## src/logic/fdr_consts.svh

```systemverilog
// fdr_consts.svh: offsets, field positions, reset values and timing for the drive/rate block
//
// Contract
// (RULE_01) normal external decode: binary select, one motor line
// (RULE_02) swapped decode: invert low select for drives 0/1
// (RULE_03) normal mode: tape register bits 7:2 undriven
// (RULE_04) tape select bits 1:0 writable and readable
// (RULE_05) mode 2: rate pins become inputs, bits 7:6
// (RULE_06) media code high follows pin, inverted by config bit 3
// (RULE_07) media code low follows pin, inverted by config bit 2
// (RULE_08) drive type bits from config pair per drive
// (RULE_09) boot drive bits from boot config bits 1:0
// (RULE_10) write-only rate register shares status address
// (RULE_11) operating rate from latest rate or control write
// (RULE_12) host should program rate through control register
// (RULE_13) software reset leaves rate register unchanged
// (RULE_14) hardware reset loads rate register with 02h
// (RULE_15) rate code decode, fm at top rate illegal
// (RULE_16) precomp field: 111 off, steps, 000 default
// (RULE_17) power down until soft reset or controller access
// (RULE_18) rate register reset bit resets, then self clears
// (RULE_19) mode and swap come from outside configuration inputs
`ifndef FDR_CONSTS_SVH
`define FDR_CONSTS_SVH

// ************************************************************
// register offsets on the host i/o bus
// ************************************************************
`define FDR_ADDR_W 10
`define FDR_OFS_DOR 10'h3f2
`define FDR_OFS_TAPE 10'h3f3
`define FDR_OFS_RATE 10'h3f4
`define FDR_OFS_DATA 10'h3f5
`define FDR_OFS_CCR 10'h3f7

// ************************************************************
// field positions
// ************************************************************
`define FDR_DOR_RESET_N_BIT 2
`define FDR_DOR_MOTOR_LSB 4
`define FDR_RATE_SWRST_BIT 7
`define FDR_RATE_PWRDN_BIT 6
`define FDR_RATE_PRE_MSB 4
`define FDR_RATE_PRE_LSB 2
`define FDR_BOOT_MEDIA_HI_INV_BIT 3
`define FDR_BOOT_MEDIA_LO_INV_BIT 2

// ************************************************************
// reset values
// ************************************************************
`define FDR_DOR_RESET 8'h00
`define FDR_TAPE_RESET 2'h0
`define FDR_RATE_RESET 8'h02
`define FDR_DRIVEN_MASK_NORMAL 8'h03

// ************************************************************
// precompensation, in 41.67 ns steps
// ************************************************************
`define FDR_PRE_OFF 3'h7
`define FDR_PRE_DEFAULT 3'h0
`define FDR_PRE_DEF_1M 3'h1
`define FDR_PRE_DEF_OTHER 3'h3

`endif

```

## src/logic/fdr_pkg.sv

```systemverilog
// fdr_pkg.sv: types shared by the drive/rate block
`default_nettype none
package fdr_pkg;
    // data rate select codes
    typedef enum logic [1:0] {
        FDR_RATE_500K = 2'b00,
        FDR_RATE_300K = 2'b01,
        FDR_RATE_250K = 2'b10,
        FDR_RATE_1M = 2'b11
    } fdr_rate_t;

    typedef logic [1:0] fdr_drive_t;
endpackage : fdr_pkg
`default_nettype wire

```

## src/logic/fdr_drv_if.sv

```systemverilog
// fdr_drv_if.sv: carrier between the register bank and the drive decoder
`timescale 1ns/1ps
`default_nettype none
interface fdr_drv_if;
    logic [7:0] digital_output_reg;
    logic swap;
    logic sel_hi_n;
    logic sel_lo_n;
    logic mot_a_n;
    logic mot_b_n;

    modport bank (output digital_output_reg, output swap, input sel_hi_n, input sel_lo_n,
                  input mot_a_n, input mot_b_n);
    modport dec (input digital_output_reg, input swap, output sel_hi_n, output sel_lo_n,
                 output mot_a_n, output mot_b_n);
endinterface : fdr_drv_if
`default_nettype wire

```

## src/logic/fdr_drive_decode.sv

```systemverilog
// fdr_drive_decode.sv: external 2-to-4 drive decode, normal and swapped
`timescale 1ns/1ps
`default_nettype none
module fdr_drive_decode
    import fdr_pkg::*;
(
    // decode carrier
    fdr_drv_if.dec drv
);
    `include "fdr_consts.svh"

    fdr_drive_t dn;
    logic [3:0] mot_en;

    // select lines carry the drive number; swap only touches drives 0 and 1
    always_comb begin
        dn = drv.digital_output_reg[1:0];
        mot_en = drv.digital_output_reg[`FDR_DOR_MOTOR_LSB +: 4];
        drv.sel_hi_n = dn[1]; // RULE_01
        drv.sel_lo_n = dn[0] ^ (drv.swap & ~dn[1]); // RULE_02
        drv.mot_a_n = ~mot_en[dn]; // RULE_01
        drv.mot_b_n = 1'b1; // second motor line unused by external decode
    end
endmodule : fdr_drive_decode
`default_nettype wire

```

## src/logic/fdr_regs.sv

```systemverilog
// fdr_regs.sv: drive output, tape/media and data rate registers of the floppy block
`timescale 1ns/1ps
`default_nettype none
module fdr_regs
    import fdr_pkg::*;
(
    // clock, reset, enable
    input wire logic clk,
    input wire logic sys_rst,
    input wire logic clk_en,
    // host register port
    input wire logic [9:0] bus_addr,
    input wire logic [7:0] bus_wdata,
    input wire logic bus_wr,
    input wire logic bus_rd,
    output logic [7:0] bus_rdata,
    output logic [7:0] bus_rdata_oe_n,
    // configuration held outside the block
    input wire logic enh_mode2,
    input wire logic swap_drives,
    input wire logic [7:0] drive_type_config,
    input wire logic [7:0] boot_media_config,
    input wire logic fm_sel,
    // drive interface
    output logic drive_sel_hi_n,
    output logic drive_sel_lo_n,
    output logic motor_on_a_n,
    output logic motor_on_b_n,
    // data rate pins, two-way
    input wire logic rate_pin_low_in,
    input wire logic rate_pin_high_in,
    output logic rate_pin_low_out,
    output logic rate_pin_high_out,
    output logic rate_pins_oe_n,
    // controller side
    output logic ctrl_reset,
    output logic power_down,
    output logic [1:0] op_rate,
    output logic rate_illegal,
    output logic [2:0] precomp_steps,
    output logic [2:0] precomp_start_sel
);
    `include "fdr_consts.svh"

    // ************************************************************
    // address decode
    // ************************************************************
    logic wr_dor, wr_tape, wr_rate, wr_ccr, rd_dor, rd_tape, ctrl_access;

    always_comb begin
        wr_dor = bus_wr && (bus_addr == `FDR_OFS_DOR);
        wr_tape = bus_wr && (bus_addr == `FDR_OFS_TAPE);
        wr_rate = bus_wr && (bus_addr == `FDR_OFS_RATE); // RULE_10
        wr_ccr = bus_wr && (bus_addr == `FDR_OFS_CCR);
        rd_dor = bus_rd && (bus_addr == `FDR_OFS_DOR);
        rd_tape = bus_rd && (bus_addr == `FDR_OFS_TAPE);
        // status read and any data access wake the controller
        ctrl_access = (bus_rd && (bus_addr == `FDR_OFS_RATE)) ||
                      ((bus_rd || bus_wr) && (bus_addr == `FDR_OFS_DATA));
    end

    // ************************************************************
    // rate pin synchroniser
    // ************************************************************
    // no reset here: the sampled pin levels survive both resets
    logic [1:0] pin_meta, pin_sync;

    always_ff @(posedge clk) begin
        if (clk_en) begin
            pin_meta <= {rate_pin_high_in, rate_pin_low_in};
            pin_sync <= pin_meta; // RULE_05
        end
    end

    // ************************************************************
    // software visible state
    // ************************************************************
    logic [7:0] digital_output_reg, next_dor;
    logic [1:0] tape, next_tape;
    logic [7:0] rate_reg, next_rate_reg;
    logic [1:0] cur_rate, next_cur_rate;
    logic swrst_pulse, next_swrst_pulse;
    logic pwr_dn, next_pwr_dn;
    logic soft_rst;

    // register writes and the self clearing reset strobe
    always_comb begin
        next_dor = digital_output_reg;
        next_tape = tape;
        next_rate_reg = rate_reg;
        next_cur_rate = cur_rate;
        next_swrst_pulse = 1'b0;
        next_pwr_dn = pwr_dn;
        if (wr_dor) begin
            next_dor = bus_wdata;
        end
        if (wr_tape) begin
            next_tape = bus_wdata[1:0]; // RULE_04
        end
        if (wr_rate) begin
            // the reset bit is stored as zero; it acts only as a strobe
            next_rate_reg = bus_wdata;
            next_rate_reg[`FDR_RATE_SWRST_BIT] = 1'b0; // RULE_18
            next_rate_reg[5] = 1'b0; // RULE_10
            next_swrst_pulse = bus_wdata[`FDR_RATE_SWRST_BIT]; // RULE_18
            next_cur_rate = bus_wdata[1:0]; // RULE_11
        end else if (wr_ccr) begin
            next_cur_rate = bus_wdata[1:0]; // RULE_11 RULE_12
        end
        // entering low power needs a write; leaving it wins over entering in the same cycle
        if (wr_rate && bus_wdata[`FDR_RATE_PWRDN_BIT]) begin
            next_pwr_dn = 1'b1; // RULE_17
        end
        if (soft_rst || ctrl_access) begin
            next_pwr_dn = 1'b0; // RULE_17
        end
    end

    // soft reset never touches the registers above, only power down
    always_comb begin
        soft_rst = ~digital_output_reg[`FDR_DOR_RESET_N_BIT] | swrst_pulse; // RULE_13 RULE_18
    end

    always_ff @(posedge clk or posedge sys_rst) begin
        if (sys_rst) begin
            digital_output_reg <= `FDR_DOR_RESET;
            tape <= `FDR_TAPE_RESET;
            rate_reg <= `FDR_RATE_RESET; // RULE_14
            cur_rate <= 2'b10; // RULE_14
            swrst_pulse <= 1'b0;
            pwr_dn <= 1'b0;
        end else if (clk_en) begin
            digital_output_reg <= next_dor;
            tape <= next_tape;
            rate_reg <= next_rate_reg;
            cur_rate <= next_cur_rate;
            swrst_pulse <= next_swrst_pulse;
            pwr_dn <= next_pwr_dn;
        end
    end

    // ************************************************************
    // drive decode
    // ************************************************************
    fdr_drv_if drv ();

    always_comb begin
        drv.digital_output_reg = digital_output_reg;
        drv.swap = swap_drives; // RULE_19
    end

    fdr_drive_decode u_dec (
        .drv (drv.dec)
    );

    // ************************************************************
    // read path
    // ************************************************************
    logic [7:0] tape_view;
    logic [7:0] next_rdata, next_oe_n;
    fdr_drive_t last_drive;

    // assembles the tape/media/boot view of the tape register
    always_comb begin
        last_drive = digital_output_reg[1:0];
        tape_view = 8'h00;
        tape_view[1:0] = tape; // RULE_04
        if (enh_mode2) begin
            tape_view[7] = pin_sync[1] ^
                           boot_media_config[`FDR_BOOT_MEDIA_HI_INV_BIT]; // RULE_06
            tape_view[6] = pin_sync[0] ^
                           boot_media_config[`FDR_BOOT_MEDIA_LO_INV_BIT]; // RULE_07
            tape_view[5:4] = drive_type_config[{last_drive, 1'b0} +: 2]; // RULE_08
            tape_view[3:2] = boot_media_config[1:0]; // RULE_09
        end
    end

    // read data for the cycle after the strobe; unmapped reads stay undriven
    always_comb begin
        next_rdata = 8'h00;
        next_oe_n = 8'hff;
        if (rd_dor) begin
            next_rdata = digital_output_reg;
            next_oe_n = 8'h00;
        end else if (rd_tape) begin
            next_rdata = tape_view;
            next_oe_n = enh_mode2 ? 8'h00 : ~`FDR_DRIVEN_MASK_NORMAL; // RULE_03
        end
    end

    // ************************************************************
    // rate and precomp decode
    // ************************************************************
    logic [2:0] pre_field, next_pre_steps;
    logic next_illegal;
    logic [1:0] next_pin_out;
    logic next_pins_oe_n;

    always_comb begin
        pre_field = rate_reg[`FDR_RATE_PRE_MSB:`FDR_RATE_PRE_LSB];
        next_illegal = fm_sel && (fdr_rate_t'(cur_rate) == FDR_RATE_1M); // RULE_15
        if (pre_field == `FDR_PRE_OFF) begin
            next_pre_steps = 3'h0; // RULE_16
        end else if (pre_field == `FDR_PRE_DEFAULT) begin
            // default delay depends on the rate in force
            next_pre_steps = (fdr_rate_t'(cur_rate) == FDR_RATE_1M) ?
                             `FDR_PRE_DEF_1M : `FDR_PRE_DEF_OTHER; // RULE_16
        end else begin
            next_pre_steps = pre_field; // RULE_16
        end
        // outside mode 2 the pins report the rate code to the drives
        next_pin_out = cur_rate;
        next_pins_oe_n = enh_mode2; // RULE_05
    end

    // ************************************************************
    // output registers
    // ************************************************************
    always_ff @(posedge clk or posedge sys_rst) begin
        if (sys_rst) begin
            bus_rdata <= 8'h00;
            bus_rdata_oe_n <= 8'hff;
            drive_sel_hi_n <= 1'b0;
            drive_sel_lo_n <= 1'b0;
            motor_on_a_n <= 1'b1;
            motor_on_b_n <= 1'b1;
            rate_pin_low_out <= 1'b0;
            rate_pin_high_out <= 1'b1;
            rate_pins_oe_n <= 1'b1;
            ctrl_reset <= 1'b1;
            power_down <= 1'b0;
            op_rate <= 2'b10;
            rate_illegal <= 1'b0;
            precomp_steps <= `FDR_PRE_DEF_OTHER;
            precomp_start_sel <= 3'h0;
        end else if (clk_en) begin
            bus_rdata <= next_rdata;
            bus_rdata_oe_n <= next_oe_n;
            drive_sel_hi_n <= drv.sel_hi_n; // RULE_01
            drive_sel_lo_n <= drv.sel_lo_n; // RULE_02
            motor_on_a_n <= drv.mot_a_n; // RULE_01
            motor_on_b_n <= drv.mot_b_n; // RULE_01
            rate_pin_low_out <= next_pin_out[0];
            rate_pin_high_out <= next_pin_out[1];
            rate_pins_oe_n <= next_pins_oe_n; // RULE_05
            ctrl_reset <= soft_rst; // RULE_18
            power_down <= pwr_dn; // RULE_17
            op_rate <= cur_rate; // RULE_11 RULE_15
            rate_illegal <= next_illegal; // RULE_15
            precomp_steps <= next_pre_steps; // RULE_16
            precomp_start_sel <= pre_field;
        end
    end
endmodule : fdr_regs
`default_nettype wire

```

## config.mk

```make
export PLATFORM = sky130hd
export DESIGN_NAME = fdr_regs
export DESIGN_NICKNAME = d
export VERILOG_FILES = /design/src/logic/fdr_pkg.sv /design/src/logic/fdr_drv_if.sv /design/src/logic/fdr_drive_decode.sv /design/src/logic/fdr_regs.sv
export VERILOG_INCLUDE_DIRS = /design/src /design/src/logic
export SDC_FILE = /design/constraint.sdc
export NUM_CORES = 1
export LEC_CHECK = 0
export ABC_AREA = 1
export BUFFER_PORTS_ARGS = -buffer_cell sky130_fd_sc_hd__clkbuf_2
export CAP_MARGIN = 20
export CORE_UTILIZATION = 46
export DETAILED_ROUTE_END_ITERATION = 8
export PLACE_DENSITY = 0.76
export SYNTH_ARGS = -nofsm -noshare
export SYNTH_HDL_FRONTEND = slang
export SYNTH_SLANG_ARGS = --single-unit
```

## constraint.sdc

```tcl
create_clock -name clk -period 1.1 [get_ports clk]
set_input_delay 0.165 -clock clk [delete_from_list [all_inputs] [get_ports clk]]
set_output_delay 0.165 -clock clk [all_outputs]
set_load 0.005 [all_outputs]
```

==> impl_metrics.json, run 1 <==
{
  "r2r_start": "digital_output_reg[0]",
  "cpPeakStageDelay_ns": 0.58,
  "die_w_um": 74.31,
  "yosysUniqueCellTypes": 30,
  "path_buf_inv": 1,
  "hold_class": "in -> reg",
  "drive_gt1_share_pct": 35.17,
  "worst-setup-path-type": "reg -> out",
  "dieArea_um2": 5521,
  "seq_area_frac_synth_pct": 49.17,
  "crit_chain": "clkbuf_2",
  "async_flop_share_pct": 91.30,
  "outcome": "finished with violations",
  "netlist.area_leader.share_pct": 34.34,
  "hpwl_um": 4078,
  "fin_skew_ns": 0.005935,
  "vias_per_cell": 4.846,
  "cts_buffers": 5,
  "wl_per_cell_um": 12.06,
  "grt_pass1_wl_um": 8742,
  "antenna_left": 0,
  "cts_setup_buffers": 0,
  "rows": 25,
  "yosys-top-cells-count": "nand2_1, inv_1, dfrtp_1, o21ai_0, nor2_1",
  "first_iter_violations": 115,
  "fillCellCount": 440,
  "failed_checks": "negative setup slack",
  "place_congestion": 0.8211,
  "syn-cell-area_um2": 2405,
  "fin_crit_sh_pct": 105.0,
  "grt_max_degree": 43,
  "vias": 2171,
  "syn_to_final_growth_pct": 27.00,
  "synth_flop_cell": "dfrtp_1",
  "power.leakage_nw": 1.707,
  "rsz0062_at_grt": "yes",
  "timing.final.crit_period_ns": 1.155,
  "setup_viol_count_final": 13,
  "num_antenna_cells": 0,
  "synth_simple_gate_area_share_pct": 30.33,
  "grt_pass1_vias": 1996,
  "synth.area.top_cells": "dfrtp_1, nand2_1, dfstp_2",
  "crit_path_end_kind": "output port",
  "yosysWarnings": 0,
  "worst_slack_ns": -0.05536,
  "antenna_found_initial": 0,
  "crit_slowest_cell": "dfstp_2",
  "synth_fa_ha_area_share_pct": 0,
  "reg2reg_depth": 8,
  "clock.fmax_mhz": 865.5,
  "htreeDepth": 2,
  "path_clk_slew_ns": 0.08,
  "start_kind": "register",
  "insertion_delay_ns": 0.29,
  "drc": 0,
  "gr-usage-all-layers_pct": 21.06,
  "chipHeight_um": 74.31,
  "worstPathMaxFanout": 7,
  "dr.pass1.iters": 6,
  "synth_cells": 299,
  "synth_edf_count": 4,
  "routed_wl_um": 5404,
  "port_buffers": 72,
  "muxShareOfSynthArea_pct": 0,
  "whs_path_depth": 1,
  "synth_top_family_by_area": "simple AND/OR/NAND/NOR gates",
  "hold_violations": 0,
  "cap_violations": 0,
  "fin_nets": 424,
  "synth_most_common_cell": "nand2_1",
  "final_core_util_pct": 62.59,
  "cp.depth": 1,
  "start_util_pct": 49.28,
  "crit_required_ns": 0.94,
  "slew_viol_final": 0,
  "coreArea_um2": 4880,
  "synth_top_area_cell": "dfrtp_1",
  "peakVddDrop_mv": 1.014,
  "synth_seq_cells": 46,
  "syn_avg_cell_area_um2": 8.043,
  "crit_start": "bus_rdata_oe_n[6]",
  "hold_start": "rate_pin_low_in",
  "io_pins": 78,
  "synthesis.nets": 343,
  "cp.arrival_ns": 0.99,
  "report.power.total_w": 0.003397,
  "clock_sinks": 46,
  "cts-root-buf": "clkbuf_8",
  "clock_path_buffers": 2,
  "overflow": 0,
  "cts_tree": "yes",
  "p_per_area_nw_per_um2": 1112,
  "synth_compound_gate_area_share_pct": 8.012,
  "critPathTopFamily": "flip-flops",
  "synth-xor-area-share_pct": 0.3642
}
==> layout by cell type, fill, tap and decap left out, drive strengths merged <==
cell type | Yosys | routed
nand2 | 101 | 101
clkbuf | 3 | 78
inv | 42 | 41
dfrtp | 33 | 33
o21ai | 29 | 29
nor2 | 21 | 21
buf | 16 | 21
nand4 | 18 | 18
nand3 | 14 | 14
dfstp | 9 | 9
edfxtp | 4 | 4
clkinvlp | 0 | 2
nor3 | 2 | 2
xor2 | 1 | 1
clkinv | 1 | 1
nand3b | 1 | 1
o22ai | 1 | 1
a21oi | 1 | 1
a31oi | 1 | 1
conb | 1 | 1
dlygate4sd3 | 0 | 1
==> final timing paths <==
path	end	slack [ns]
min in group asynchronous	precomp_start_sel[0]	0.46
worst max-delay path	bus_rdata_oe_n[5]	-0.06
worst max register to register	bus_rdata[4]	0.03
max in group asynchronous	bus_rdata_oe_n[1]	0.38
worst min-delay path	pin_meta[0]	0.05
worst min register to register	pin_sync[0]	0.43
==> area by class of cell <==
class	count	area, um2	area share [%]
clock inverters	1	7.507	0.2458
well taps	67	83.83	2.745
flip-flops and latches	46	1184	38.75
multi-input cells	191	949.7	31.09
inverters	43	167.7	5.490
repair buffers	93	564.3	18.48
clock buffers	7	97.59	3.195
==> stage by stage <==
| step | hold slack [ns] | setup slack (ns) | instance area (um2) | TNS (ns) | instances |
|---|---|---|---|---|---|
| 3_3_place_gp | 0.2145 | -0.07414 | 2914 | -1.151 | 439 |
| 3_5_place_dp | 0.2255 | -0.1321 | 2914 | -2.098 | 439 |
| 5_1_grt | 0.04402 | -0.1127 | 3054 | -1.081 | 448 |
| 6_report | 0.05444 | -0.05536 | 3054 | -0.3716 | 448 |
| 4_1_cts | 0.04953 | -0.06731 | 3029 | -0.5365 | 448 |
| 2_1_floorplan | 0.1532 | 0.04050 | 2409 | 0 | 299 |
==> timing repair <==
item                                    4_1_cts  5_1_grt
gates resized for setup                       0        8
endpoints found under the setup margin       15       17
pin swaps                                     0        3
endpoints found under the hold margin        33        0
hold buffers                                  1        0
==> kinds of logic after synthesis <==
group / Yosys count
compound gates: 32
xor+xnor: 1
buf+inv: 62
flops: 46
other cells: 1
simple gates: 157
==> report_power, final <==
part / total (W) / switching (W) / leakage [nW] / internal, W
registers: 0.00182 / 0.0000357 / 0.577 / 0.00179
logic: 0.000447 / 0.000247 / 1.08 / 0.000200
clock network: 0.00113 / 0.000543 / 0.0496 / 0.000586
==> layer usage <==
| layer | wire length [um] | share of wire, % | track usage (%) |
|---|---|---|---|
| met5 | 0 | 0 | 0 |
| met3 | 208 | 3.8 | 3.930 |
| met2 | 2723 | 50 | 37.37 |
| met1 | 2391 | 44 | 26.08 |
| met4 | 81 | 1.5 | 6.499 |
No activity file was read; power rests on OpenSTA's default activity.
==> run 2, diff against run 1 <==
- CORE_UTILIZATION: 46 -> 47
- CTS_BUF_LIST: unset -> sky130_fd_sc_hd__clkbuf_4
- PLACE_DENSITY: 0.76 -> 0.78
==> run 2 against run 1 <==
The run still ends with negative setup slack left. Global-route usage is 0.54 points higher. Routed wire length shrank 2.6%. Power shrank 9.9%. Critical endpoint is now bus_rdata_oe_n[2].
==> impl_metrics.json, run 2 (synthesis gave the netlist of run 1 again) <==
{
  "outcome": "finished with violations",
  "failed_checks": "negative setup slack",
  "critPathTopFamily": "flip-flops",
  "overflow": 0,
  "chipHeight_um": 73.53,
  "start_kind": "register",
  "rows": 25,
  "vias_per_cell": 4.749,
  "place_congestion": 0.8381,
  "rsz0062_at_grt": "yes",
  "timing.final.crit_period_ns": 1.245,
  "hold_start": "bus_wdata[1]",
  "hold_slack_ns": 0.01821,
  "grt_pass1_vias": 2107,
  "r2r_start": "digital_output_reg[0]",
  "hold_class": "in -> reg",
  "vias": 2137,
  "clock.fmax_mhz": 803.2,
  "grt_pass1_wl_um": 8976,
  "fin_area_um2": 3003,
  "worst-setup-path-type": "reg -> out",
  "hold_violations": 0,
  "cp.arrival_ns": 1.08,
  "final_common_cell": "nand2_1",
  "coreArea_um2": 4817,
  "path_clk_slew_ns": 0.14,
  "p_per_area_nw_per_um2": 1019,
  "syn_to_final_growth_pct": 24.87,
  "place_area_um2": 2882,
  "fin_nets": 426,
  "cts_buffers": 5,
  "instances_no_fill": 450,
  "die_w_um": 73.53,
  "fin_crit_sh_pct": 113.2,
  "routed_wl_um": 5266,
  "dp.cells": 438,
  "crit_required_ns": 0.94,
  "reg2reg_depth": 8,
  "gr-usage-all-layers_pct": 21.60,
  "antenna_found_initial": 0,
  "num_antenna_cells": 0,
  "cts_tree": "yes",
  "power.leakage_nw": 1.680,
  "clock_sinks": 46,
  "port_buffers": 72,
  "r2r-end": "bus_rdata[4]",
  "antenna_left": 0,
  "dr.pass1.iters": 4,
  "htreeDepth": 2,
  "whs_path_depth": 3,
  "crit_start": "bus_rdata_oe_n[6]",
  "worst_slack_ns": -0.1449,
  "io_pins": 78,
  "insertion_delay_ns": 0.35,
  "fin_skew_ns": 0.01073,
  "worstPathMaxFanout": 7,
  "wl_per_cell_um": 11.70,
  "first_iter_violations": 105,
  "drc": 0,
  "slew_viol_final": 0,
  "path_buf_inv": 1,
  "hpwl_um": 4081,
  "crit_slowest_cell": "dfstp_2",
  "crit_path_end_kind": "output port",
  "crit_chain": "clkbuf_2",
  "grt_max_degree": 43,
  "min_to": "cur_rate[1]",
  "drive_gt1_share_pct": 35.77,
  "dieArea_um2": 5407,
  "start_util_pct": 49.92,
  "cpPeakStageDelay_ns": 0.60,
  "cap_violations": 0,
  "cts-root-buf": "clkbuf_4",
  "fillCellCount": 443,
  "r2r_setup_slack_ns": 0,
  "clock_path_buffers": 2,
  "peakVddDrop_mv": 0.7263,
  "layout_common_cells": "nand2_1, clkbuf_2, inv_1",
  "setup_viol_count_final": 16
}
run 2: cell count changes in the layout (fill, tap and decap cells not counted), moves of 2 or more:
cell,delta
clkbuf_4,+5
nand2_1,-2
buf_12,-2
nand2_2,+2
dlygate4sd3_1,+2
buf_4,+2
clkbuf_8,-5
run 2: cell type report:
cell class / instances / area, um2 / area share [%]
Sequential cell: 46 / 1185 / 39.46
Multi-Input combinational cell: 191 / 954.7 / 31.79
Timing Repair Buffer: 95 / 553.0 / 18.42
Inverter: 43 / 167.7 / 5.583
Tap cell: 67 / 83.83 / 2.792
Clock buffer: 5 / 37.54 / 1.250
Clock inverter: 3 / 21.27 / 0.7083
run 2: layer usage:
layer	wire length, um	track usage (%)	vias to the layer above
met1	2388	27.56	968
met3	264	3.429	8
met4	68	6.838	0
met2	2545	37.51	66
li1	-	-	1095
met5	0	0	-
run 2: stage by stage:
step           utilization [%]  power (W)  setup TNS [ns]  setup WS, ns
5_1_grt                  62.34   0.003202          -2.404       -0.2065
3_3_place_gp             59.82   0.002264          -1.348      -0.08943
4_1_cts                  61.84   0.003085          -1.819       -0.1595
6_report                 62.34   0.003061          -1.617       -0.1449
2_1_floorplan                -   0.002073               0       0.04050
3_5_place_dp             59.82   0.002279          -2.339       -0.1507
run 2: where the power goes:
part / leakage [nW] / switching, W / internal, W
combinational: 1.07 / 0.000244 / 0.000191
sequential: 0.575 / 0.0000355 / 0.00179
clock: 0.0312 / 0.000555 / 0.000250
run 2: worst max path at each step:
stage | cells after the start | slack, ns | end
finish | 1 | -0.14 | bus_rdata_oe_n[2]
detailed placement | 8 | -0.15 | bus_rdata_oe_n[6]
global placement | 7 | -0.09 | digital_output_reg[5]
global route | 1 | -0.21 | bus_rdata_oe_n[6]
floorplan | 9 | 0.04 | bus_rdata[4]
CTS | 1 | -0.16 | bus_rdata_oe_n[5]
run 2: timing repair:
action,in CTS,in global routing
hold buffers,3,0
endpoints found under the setup margin,16,17
pin swaps,1,5
gates resized for setup,1,9
hold endpoints to repair,35,0
setup buffers,1,0
==> run 3, diff against run 2 <==
- CELL_PAD_IN_SITES_DETAIL_PLACEMENT: unset -> 1
- CELL_PAD_IN_SITES_GLOBAL_PLACEMENT: unset -> 2
- CORE_MARGIN: unset -> 5
- CORE_UTILIZATION: 47 -> 26
- PLACE_DENSITY: 0.78 -> unset
- PLACE_DENSITY_LB_ADDON: unset -> 0.1
==> run 3 against run 2 <==
Sequential share of layout area down 2.8 points. Combinational power is 9.4% higher. Core utilization fell by 27 points. Register-to-register slack better by 0.03 ns. Sequential cell count unchanged. Largest cell class unchanged. Design area up 7.6%. Final cell count grew 12%. The flow still finishes with violations (negative setup slack).
==> impl_metrics.json, run 3 (synthesis gave the netlist of run 1 again) <==
{
  "io_pins": 78,
  "die_w_um": 106.2,
  "dieArea_um2": 11270,
  "peakVddDrop_mv": 0.4635,
  "coreArea_um2": 9109,
  "grt_max_degree": 30,
  "final_core_util_pct": 35.48,
  "clock_path_buffers": 2,
  "cts_tree": "yes",
  "place_area_um2": 2997,
  "chipHeight_um": 106.2,
  "htreeDepth": 2,
  "worstPathMaxFanout": 7,
  "wl_met1_um": 3152,
  "critPathTopFamily": "flip-flops",
  "drive_gt1_share_pct": 37.22,
  "failed_checks": "negative setup slack",
  "wl_met2_um": 3324,
  "first_iter_violations": 69,
  "wl_per_cell_um": 13.50,
  "outcome": "finished with violations",
  "hold_class": "in -> reg",
  "slew_viol_final": 0,
  "p_per_area_nw_per_um2": 1048,
  "fin_nets": 438,
  "hpwl_um": 5386,
  "cts-root-buf": "clkbuf_4",
  "r2r-end": "bus_rdata[5]",
  "overflow": 0,
  "path_buf_inv": 1,
  "dr.pass1.iters": 4,
  "crit_chain": "clkbuf_2",
  "multi_input_area_um2": 959.7,
  "clock.fmax_mhz": 804.9,
  "cts_buffers": 5,
  "fin_crit_sh_pct": 113.0,
  "routed-wl-met3_um": 298,
  "place_congestion": 0.7378,
  "vias": 2206,
  "gr-usage-all-layers_pct": 12.93,
  "finalSetupTns_ns": -1.588,
  "layout_common_cells": "nand2_1, clkbuf_2, inv_1",
  "path_clk_slew_ns": 0.14,
  "antenna_found_initial": 0,
  "grt_pass1_vias": 2329,
  "cpPeakStageDelay_ns": 0.60,
  "timing.final.crit_period_ns": 1.242,
  "drc": 0,
  "start_util_pct": 26.40,
  "power.leakage_nw": 1.776,
  "fin_skew_ns": 0.007090,
  "regArea_um2": 1185,
  "cap_violations": 0,
  "crit_path_end_kind": "output port",
  "antenna_left": 0,
  "rsz0062_at_grt": "yes",
  "dr.max_layer_used": "met4",
  "worst_slack_ns": -0.1425,
  "setup_viol_count_final": 15,
  "whs_path_depth": 3,
  "final_common_cell": "nand2_1",
  "routed_wl_um": 6831,
  "r2r_setup_slack_ns": 0.03,
  "grt_pass1_wl_um": 11820,
  "worst-setup-path-type": "reg -> out",
  "r2r_start": "digital_output_reg[0]",
  "syn_to_final_growth_pct": 34.39,
  "crit_slowest_cell": "dfstp_2",
  "num_antenna_cells": 0,
  "fillCellCount": 1143,
  "start_kind": "register",
  "crit_required_ns": 0.94,
  "vias_per_cell": 4.360,
  "hold_start": "bus_wdata[5]",
  "reg2reg_depth": 8,
  "port_buffers": 72,
  "min_to": "digital_output_reg[5]",
  "cp.arrival_ns": 1.08,
  "cp.depth": 1,
  "rows": 35,
  "hold_violations": 0,
  "clock_sinks": 46,
  "fin_area_um2": 3232,
  "insertion_delay_ns": 0.35
}
## run 3: worst max-delay path by stage
stage / endpoint / from
after floorplan: bus_rdata[4] / digital_output_reg[0]
after global placement: digital_output_reg[7] / bus_addr[3]
after detailed placement: digital_output_reg[7] / bus_addr[3]
after CTS: bus_rdata_oe_n[4] / bus_rdata_oe_n[6]
after global routing: bus_rdata_oe_n[7] / bus_rdata_oe_n[6]
final: bus_rdata_oe_n[7] / bus_rdata_oe_n[6]
## run 3: worst min-delay path, stage by stage
cell and delay, ns:
clkbuf_2 0.08, inv_1 0.06, o21ai_2 0.05
## run 3: per-layer routing
metal,vias to the layer above,global-route usage [%]
met5,-,0
met2,50,21.40
met4,0,3.053
li1,1121,-
met3,4,2.793
met1,1031,17.22
## run 3: cell type report
type                    instances  area share [%]
repair buffers                107           21.60
clock buffers                   7           1.626
clock inverters                 1          0.9292
flip-flops and latches         46           36.66
well taps                     111           4.297
inverters                      43           5.188
multi-input cells             191           29.69
## run 3: what timing repair did
| action | in CTS | in global routing |
|---|---|---|
| hold endpoints to repair | 9 | 2 |
| hold buffers | 3 | 2 |
| pin swaps | 1 | 6 |
| buffers inserted | 0 | 8 |
| gates resized for setup | 1 | 11 |
| setup endpoints to repair | 18 | 34 |
## run 3: where the power goes
part	leakage [nW]	switching (W)	internal (W)	total, W
registers	0.575	0.0000349	0.00179	0.00182
clock network	0.0463	0.000556	0.000532	0.00109
logic	1.16	0.000259	0.000217	0.000475
## run 3: metrics by stage
stage          instances  total power (W)  setup slack [ns]  hold slack (ns)
6_report             506         0.003386           -0.1425          0.01986
5_1_grt              506         0.003607           -0.2397          0.01587
4_1_cts              496         0.003444           -0.1788         0.004336
3_5_place_dp         485         0.002317           -0.1236           0.1491
3_3_place_gp         485         0.002309          -0.08424           0.1446
2_1_floorplan        299         0.002073           0.04050           0.1532
